[config.mk]
export PLATFORM = sky130hd
export DESIGN_NAME = pre_rail_regs
export DESIGN_NICKNAME = d
export VERILOG_FILES = /design/src/pre_pkg.sv /design/src/pre_unlock.sv /design/src/pre_wake_flags.sv /design/src/pre_rail_regs.sv
export SDC_FILE = /design/constraint.sdc
export NUM_CORES = 1
export LEC_CHECK = 0
export BUFFER_PORTS_ARGS = -buffer_cell sky130_fd_sc_hd__buf_2
export CAP_MARGIN = 20
export CORE_ASPECT_RATIO = 1.2
export CORE_MARGIN = 2
export CORE_UTILIZATION = 45
export DETAILED_ROUTE_END_ITERATION = 7
export PLACE_DENSITY = 0.78
export SYNTH_ARGS = -nofsm -noshare
export SYNTH_HDL_FRONTEND = slang
export SYNTH_HIERARCHICAL = 1
export SYNTH_SLANG_ARGS = --single-unit
[constraint.sdc]
create_clock -name ref_clk -period 1.45 [get_ports ref_clk]
set_input_delay 0.29 -clock ref_clk [delete_from_list [all_inputs] [get_ports ref_clk]]
set_output_delay 0.29 -clock ref_clk [all_outputs]
set_load 0.02 [all_outputs]
[src/pre_pkg.sv]
// Package for the rail enable register slice: offsets, fields, resets, types.
// Assumes one core clock domain and a register port driven by the bus engine.
package pre_pkg;

   // ==========================================================
   // Register offsets and reset values
   localparam logic [7:0] PRE_ADDR_WAKE_FLAGS = 8'h07;
   localparam logic [7:0] PRE_ADDR_UNLOCK_KEY = 8'h10;
   localparam logic [7:0] PRE_ADDR_CONV_EN    = 8'h11;
   localparam logic [7:0] PRE_RESET_VALUE     = 8'h00;
   localparam logic [7:0] PRE_KEY_READBACK    = 8'h00;
   localparam logic [7:0] PRE_CONV_EN_MASK    = 8'h3F;
   localparam logic [7:0] PRE_SEQ_OWN_MASK    = 8'h1F;
   localparam logic [7:0] PRE_SEALED_MASK     = 8'h30;
   localparam logic [7:0] PRE_UNMAPPED_VALUE  = 8'h00;
   localparam int         PRE_NUM_FLAGS       = 8;
   // Unlock value, arbitrary.
   localparam logic [7:0] PRE_UNLOCK_CODE     = 8'h5A;

   // ==========================================================
   // Carriers
   typedef struct packed {
      logic       wrEn;
      logic       rdEn;
      logic [7:0] addr;
      logic [7:0] wrData;
   } pre_req_t;

   typedef struct packed {
      logic       active;
      logic [7:0] onMask;
   } pre_seq_t;

   typedef enum logic [1:0] {
      PRE_ST_OFF,
      PRE_ST_ACTIVE,
      PRE_ST_SUSPEND
   } pre_pwr_t;

endpackage

[src/pre_unlock.sv]
// Unlock key tracker: arms a one-shot permit for the next protected write.
// Assumes requests arrive one per cycle from the register port.
module pre_unlock
   import pre_pkg::*;
(
   input  wire logic     ref_clk,
   input  wire logic     rst_n,
   input  wire pre_req_t req,
   output logic          unlocked
);

   logic next_unlocked;

   // ==========================================================
   // Key arming
   // Any protected-register write consumes the permit, valid or not.
   always_comb begin
      next_unlocked = unlocked;
      if (req.wrEn && req.addr == PRE_ADDR_UNLOCK_KEY) begin
         next_unlocked = (req.wrData == PRE_UNLOCK_CODE);
      end else if (req.wrEn && req.addr == PRE_ADDR_CONV_EN) begin
         next_unlocked = 1'b0;
      end
   end

   always_ff @(posedge ref_clk or negedge rst_n) begin
      if (!rst_n) begin
         unlocked <= 1'b0;
      end else begin
         unlocked <= next_unlocked;
      end
   end

endmodule

[src/pre_wake_flags.sv]
// Wake-up flag bank: records which outputs stayed on across a suspend.
// Assumes the power state and keep levels come from the device core.
module pre_wake_flags
   import pre_pkg::*;
(
   input  wire logic       ref_clk,
   input  wire logic       rst_n,
   input  wire logic       wakeFromSuspend,
   input  wire logic       powerUpFromOff,
   input  wire logic [7:0] keptInSuspend,
   output logic [7:0]      flags
);

   logic [7:0] next_flags;

   // ==========================================================
   // Per-bit flag update; each bit is independent.
   genvar i;
   generate
      for (i = 0; i < PRE_NUM_FLAGS; i++) begin : gFlag
         always_comb begin
            next_flags[i] = flags[i];
            if (powerUpFromOff) begin
               next_flags[i] = 1'b0;
            end else if (wakeFromSuspend) begin
               next_flags[i] = keptInSuspend[i];
            end
         end
      end
   endgenerate

   always_ff @(posedge ref_clk or negedge rst_n) begin
      if (!rst_n) begin
         flags <= PRE_RESET_VALUE;
      end else begin
         flags <= next_flags;
      end
   end

endmodule

[src/pre_rail_regs.sv]
// Rail enable register slice: wake flags, unlock key and converter enables.
// Assumes the serial bus engine presents one request per cycle, same clock.
// Function
// - Flag set when output kept during suspend.
// - Flag cleared on off-start or disabled output.
// - Flag register at 0x07, read-only, reset zero.
// - Key register at 0x10 takes unlock writes.
// - Key register always reads zero.
// - Enable register 0x11 protected, resets zero.
// - Bits 0..5 switch converters one..six.
// - Converters five, six disable only if sealed.
// - Sequencer writes converter one..five enables.
// - Bits 7..6 reserved, read zero.
// - Seal status 0 native, 1 broken.
module pre_rail_regs
   import pre_pkg::*;
(
   input  wire logic       ref_clk,
   input  wire logic       rst_n,
   input  wire pre_req_t   req,
   output logic [7:0]      rdData,
   input  wire logic       factorySealState,
   input  wire pre_seq_t   seq,
   input  wire logic       wakeFromSuspend,
   input  wire logic       powerUpFromOff,
   input  wire logic [7:0] keptInSuspend,
   output logic [5:0]      convOn
);

   logic       unlocked;
   logic [7:0] wakeFlags;
   logic [7:0] convEn;
   logic [7:0] next_convEn;
   logic [7:0] next_rdData;
   logic [7:0] wrVal;

   // ==========================================================
   // Submodules
   pre_unlock uUnlock (
      .ref_clk  (ref_clk),
      .rst_n    (rst_n),
      .req      (req),
      .unlocked (unlocked)
   );

   pre_wake_flags uFlags (
      .ref_clk         (ref_clk),
      .rst_n           (rst_n),
      .wakeFromSuspend (wakeFromSuspend),
      .powerUpFromOff  (powerUpFromOff),
      .keptInSuspend   (keptInSuspend),
      .flags           (wakeFlags)
   );

   // ==========================================================
   // Converter enable register.
   // The sequencer has priority over the host because rail state is truth.
   always_comb begin
      next_convEn = convEn;
      wrVal       = req.wrData & PRE_CONV_EN_MASK;
      if (req.wrEn && req.addr == PRE_ADDR_CONV_EN && unlocked) begin
         next_convEn = wrVal;
      end
      if (seq.active) begin
         next_convEn = (next_convEn & ~PRE_SEQ_OWN_MASK)
                     | (seq.onMask & PRE_SEQ_OWN_MASK);
      end
      // A part with a broken seal cannot turn off the backup converters. The hold is
      // applied last, so the sequencer cannot drop converter five either.
      if (factorySealState) begin
         next_convEn = next_convEn | (convEn & PRE_SEALED_MASK);
      end
   end

   always_ff @(posedge ref_clk or negedge rst_n) begin
      if (!rst_n) begin
         convEn <= PRE_RESET_VALUE;
      end else begin
         convEn <= next_convEn;
      end
   end

   assign convOn = convEn[5:0];

   // ==========================================================
   // Read path, registered; data appears the cycle after rdEn.
   always_comb begin
      next_rdData = rdData;
      if (req.rdEn) begin
         if (req.addr == PRE_ADDR_WAKE_FLAGS) begin
            next_rdData = wakeFlags;
         end else if (req.addr == PRE_ADDR_UNLOCK_KEY) begin
            next_rdData = PRE_KEY_READBACK;
         end else if (req.addr == PRE_ADDR_CONV_EN) begin
            next_rdData = convEn & PRE_CONV_EN_MASK;
         end else begin
            next_rdData = PRE_UNMAPPED_VALUE;
         end
      end
   end

   always_ff @(posedge ref_clk or negedge rst_n) begin
      if (!rst_n) begin
         rdData <= PRE_RESET_VALUE;
      end else begin
         rdData <= next_rdData;
      end
   end

   // ==========================================================
   // Checks
   property p_key_reads_zero;
      @(posedge ref_clk) disable iff (!rst_n)
      (req.rdEn && req.addr == PRE_ADDR_UNLOCK_KEY) |=> rdData == 8'h00;
   endproperty
   a_key_reads_zero: assert property (p_key_reads_zero)
      else $error("Key register read not zero.");

   property p_reserved_zero;
      @(posedge ref_clk) disable iff (!rst_n)
      convEn[7:6] == 2'b00;
   endproperty
   a_reserved_zero: assert property (p_reserved_zero)
      else $error("Reserved enable bits set.");

   property p_locked_ignored;
      @(posedge ref_clk) disable iff (!rst_n)
      (req.wrEn && req.addr == PRE_ADDR_CONV_EN && !unlocked && !seq.active)
      |=> $stable(convEn);
   endproperty
   a_locked_ignored: assert property (p_locked_ignored)
      else $error("Locked write changed enables.");

   property p_unlocked_write;
      @(posedge ref_clk) disable iff (!rst_n)
      (req.wrEn && req.addr == PRE_ADDR_CONV_EN && unlocked && !seq.active
       && !factorySealState)
      |=> convEn == ($past(req.wrData) & 8'h3F);
   endproperty
   a_unlocked_write: assert property (p_unlocked_write)
      else $error("Unlocked write not stored.");

   property p_sealed_keep;
      @(posedge ref_clk) disable iff (!rst_n)
      (factorySealState && convEn[5]) |=> convEn[5];
   endproperty
   a_sealed_keep: assert property (p_sealed_keep)
      else $error("Sealed converter six turned off.");

   property p_seq_owns;
      @(posedge ref_clk) disable iff (!rst_n)
      seq.active |=> convEn[4:0] == ($past(seq.onMask[4:0])
         | ($past(factorySealState)
            ? ($past(convEn[4:0]) & PRE_SEALED_MASK[4:0]) : 5'h00));
   endproperty
   a_seq_owns: assert property (p_seq_owns)
      else $error("Sequencer value not applied.");

   property p_flag_set;
      @(posedge ref_clk) disable iff (!rst_n)
      (wakeFromSuspend && !powerUpFromOff) |=> ##1
      (rdData == $past(keptInSuspend, 2)) || !$past(req.rdEn)
      || $past(req.addr) != PRE_ADDR_WAKE_FLAGS;
   endproperty
   a_flag_set: assert property (p_flag_set)
      else $error("Wake flags not reported.");

   property p_flag_clear;
      @(posedge ref_clk) disable iff (!rst_n)
      powerUpFromOff |=> wakeFlags == 8'h00;
   endproperty
   a_flag_clear: assert property (p_flag_clear)
      else $error("Flags not cleared after off start.");

   property p_flag_read;
      @(posedge ref_clk) disable iff (!rst_n)
      (req.rdEn && req.addr == PRE_ADDR_WAKE_FLAGS)
      |=> rdData == $past(wakeFlags);
   endproperty
   a_flag_read: assert property (p_flag_read)
      else $error("Flag read mismatch.");

   property p_unlock_arms;
      @(posedge ref_clk) disable iff (!rst_n)
      (req.wrEn && req.addr == PRE_ADDR_UNLOCK_KEY
       && req.wrData == PRE_UNLOCK_CODE) |=> unlocked;
   endproperty
   a_unlock_arms: assert property (p_unlock_arms)
      else $error("Key write did not unlock.");

   // Once the seal is broken converter five must stay on as well.
   property p_sealed_keep_five;
      @(posedge ref_clk) disable iff (!rst_n)
      (factorySealState && convEn[4]) |=> convEn[4];
   endproperty
   a_sealed_keep_five: assert property (p_sealed_keep_five)
      else $error("Sealed converter five turned off.");

   // A wrong key must not leave a permit behind.
   property p_wrong_key;
      @(posedge ref_clk) disable iff (!rst_n)
      (req.wrEn && req.addr == PRE_ADDR_UNLOCK_KEY
       && req.wrData != PRE_UNLOCK_CODE) |=> !unlocked;
   endproperty
   a_wrong_key: assert property (p_wrong_key)
      else $error("Wrong key left the permit armed.");

   // Each protected write uses up the permit, taken or not.
   property p_write_consumes;
      @(posedge ref_clk) disable iff (!rst_n)
      (req.wrEn && req.addr == PRE_ADDR_CONV_EN) |=> !unlocked;
   endproperty
   a_write_consumes: assert property (p_write_consumes)
      else $error("Permit survived a protected write.");

   // Enable readback shows the stored bits with the reserved pair at zero.
   property p_conv_read;
      @(posedge ref_clk) disable iff (!rst_n)
      (req.rdEn && req.addr == PRE_ADDR_CONV_EN)
      |=> rdData == ($past(convEn) & PRE_CONV_EN_MASK);
   endproperty
   a_conv_read: assert property (p_conv_read)
      else $error("Enable readback mismatch.");

   // Read data stands until the next read.
   property p_rd_holds;
      @(posedge ref_clk) disable iff (!rst_n)
      !req.rdEn |=> $stable(rdData);
   endproperty
   a_rd_holds: assert property (p_rd_holds)
      else $error("Read data changed without a read.");

   // Flags only move on a power event.
   property p_flags_hold;
      @(posedge ref_clk) disable iff (!rst_n)
      (!wakeFromSuspend && !powerUpFromOff) |=> $stable(wakeFlags);
   endproperty
   a_flags_hold: assert property (p_flags_hold)
      else $error("Wake flags changed without an event.");

   // Without a protected write or the sequencer the enables stay put.
   property p_conv_idle;
      @(posedge ref_clk) disable iff (!rst_n)
      (!seq.active && !(req.wrEn && req.addr == PRE_ADDR_CONV_EN))
      |=> $stable(convEn);
   endproperty
   a_conv_idle: assert property (p_conv_idle)
      else $error("Enables changed while idle.");

   // The converter outputs follow the enable register bit for bit.
   property p_conv_out;
      @(posedge ref_clk) disable iff (!rst_n)
      (req.wrEn && req.addr == PRE_ADDR_CONV_EN && unlocked && !seq.active
       && !factorySealState) |=> convOn == $past(req.wrData[5:0]);
   endproperty
   a_conv_out: assert property (p_conv_out)
      else $error("Converter outputs do not follow the write.");

endmodule

==> impl_metrics.csv <==
group,metric,value,unit
run_status,status,"finished clean",
layout,multi_input_area,539,um^2
power_and_ir_drop,power,1.24,mW
routing,routed_wl,2940,um
timing,setup_ws,57.5,ps
routing,routed-via-count,1121,
clock_tree,cts_root_buf,"clkbuf_4",
routing,wl_per_cell,14.5,um
synthesis,seq_area_frac_synth,49.6,%
layout,num_antenna_cells,0,
place,portBuffers,50,
global_route,grtUsageTotal,21.2,%
synthesis,ys_async_sr_fraction,100,%
flow_run,drv_cap,0,
timing,tightest_slew,522,ps
layout,n_fill_cell,231,
timing,timing.final.crit_share,96.0,%
setup_path,critPathMaxStageDelay,570,ps
setup_path,cp.arrival,1590,ps
floorplan,die_h,59.6,um
clock_tree,path_clk_slew,130,ps
synthesis,synth_ff_type,"dfrtp_1",
synthesis,synth-edff-count,0,
place,dp_hpwl,2340,um
layout,nets,210,
synthesis,synthTopCellsByArea,"dfrtp_1 (50%), mux2i_1 (6.9%), a31oi_1 (4.3%)",
routing,drt_first_pass_iters,4,
layout,syn2layout_area_growth,34.7,%
timing,hold_viol_final,0,
synthesis,avgSynthCellArea,10.9,um^2
floorplan,die_x,50.4,um
floorplan,die_area,3000,um^2
setup_path,start_kind,"primary input",
clock_tree,clockBufferDepth,2,
floorplan,initial_utilization,46.4,%
floorplan,rows,20,
timing,setup_viol_count_final,0,
global_route,grt_pass1_wl,4810,um
synthesis,synth_cell_type_count,32,
global_route,grt_pass1_vias,1092,
synthesis,yosys.area.top_type,"dfrtp_1",
setup_path,cp_data_required_time,1650,ps
floorplan,io_pins,54,
routing,postRouteAntennaNets,0,
place,place.gp.congestion,0.826,
routing,drc,0,
clock_tree,htree_levels,1,
power_and_ir_drop,p_leak,0.809,nW
clock_tree,insertion_delay,310,ps
global_route,grt_antenna_before_repair,0,
timing,rsz0062_at_grt,"no",
timing,skew,11.6,ps
synthesis,syn_inst,107,
timing,slew_headroom,65.2,%
setup_path,path_cells,"buf_2, or4bb_1, buf_4, o41ai_1, o21ai_1",
hold_path,min_path_type,"in -> reg",
synthesis,ys_seq_elements,23,
timing,fmax,718,MHz
setup_path,crit_path_end_kind,"flip-flop",
clock_tree,numCtsBuffers,3,
clock_tree,clock-sinks,23,
synthesis,synth_warnings,6,
clock_tree,cts_tree,"done",
synthesis,synth_top_area_share,49.6,%
routing,drtIter0Drc,31,
layout,drive_gt1_share,42.6,%
timing,period_minus_slack,1390,ps
setup_path,worstSetupPathType,"in -> reg",
setup_path,slowest_stage,"or4bb_1",
routing,vias_per_cell,5.55,
timing,slew_viol_final,0,
power_and_ir_drop,power.density,792,nW/um^2
global_route,grt_remaining_overflow,0,
setup_path,cp_max_fo,7,
synthesis,syn_nets,147,
clock_tree,post-cts-setup-buffers,0,
layout,regArea,576,um^2
global_route,grt_max_degree,24,
place,pre_cts_ws,-318,ps
floorplan,core-area,2500,um^2
power_and_ir_drop,ir_drop,623,uV
synthesis,syn_area,1160,um^2
-- synthesized netlist by cell type, types with 2 or more instances --
cell type,n
a31oi_1,8
nor4_1,2
a221o_1,2
o31ai_1,4
inv_1,4
dfrtp_1,23
mux2i_1,8
and3_1,5
nor2_1,12
buf_1,2
a2bb2oi_1,4
o2bb2ai_1,4
nor4b_2,2
a22o_1,2
clkbuf_1,3
nor4bb_1,2
nand2_1,4
nor3_1,2
-- state kept, by name, indices dropped and copies added, names as in the netlist --
name	flops
convEn	6
uUnlock/unlocked	1
rdData	8
uFlags/flags	8
-- kinds of logic (layout without fill, tap and decap cells) --
group	after synthesis	count (layout)	share of synthesized area, %
and+or+nand+nor	35	35	18.8
AOI/OAI and AO/OA	29	29	19.5
DFF	23	23	49.6
buffers and inverters	11	73	4.31
muxes	9	9	7.87
-- cell usage in the layout (no fill, tap or decap), types with 2 or more instances in the layout --
cell and instances:
a221o_1 2, a22o_1 2, a2bb2oi_1 4, a31oi_1 8, and3_1 5, buf_2 50, buf_4 14, clkbuf_4 3
dfrtp_1 23, inv_1 4, mux2i_1 8, nand2_1 4, nor2_1 12, nor3_1 2, nor4_1 2, nor4b_2 2
nor4bb_1 2, o2bb2ai_1 4, o31ai_1 4
-- critical path: cells and delay by family --
family	cells	cell delay (ps)
AOI/OAI and AO/OA	2	430
buffers and inverters	2	300
and+or+nand+nor	1	570
-- metrics by stage --
stage               utilization [%]  TNS (ps)  cell area [um^2]  cells  hold WS [ps]
global route                   62.5         0              1560    202           187
global placement               61.0     -1240              1530    197           277
CTS                            62.5         0              1560    202           197
floorplan                         -      -248              1170    107         -5.59
detailed placement             61.0     -1620              1530    197           292
finish                         62.5         0              1560    202           202
-- routing by layer --
layer | track usage [%] | vias to the layer above | wire [um]
li1 | - | 541 | -
met1 | 25.9 | 527 | 1210
met2 | 38.7 | 51 | 1480
met3 | 3.03 | 2 | 230
met4 | 6.18 | 0 | 16
met5 | 0 | - | 0
-- power breakdown --
part,internal [mW],switching [mW]
clock network,0.103,0.193
registers,0.675,0.0231
logic,0.116,0.130
total,0.893,0.345
-- path summary, 6_finish.rpt --
check	from	endpoint	slack [ps]	cells after the start
worst min-delay path	req[5]	convEn[5]	200	3
worst max register to register	uUnlock/unlocked	convEn[4]	270	3
max in group asynchronous	rst_n	uFlags/flags[0]	630	2
worst min register to register	uFlags/flags[7]	rdData[7]	500	1
min in group asynchronous	rst_n	uFlags/flags[5]	470	2
worst max-delay path	req[11]	convEn[5]	60	5
-- cell type report --
cell class                 instances  area share [%]
sequential                        23            36.8
multi-input combinational         73            34.5
timing repair buffer              65            23.4
tap                               33            2.64
clock buffer                       3            1.44
inverter                           4           0.960
clock inverter                     1           0.320
-- repair_timing --
item	in CTS	in global routing
hold buffers	1	0
hold endpoints to repair	23	0
gates resized for setup	0	0
Power figures use the tool's default switching activity.
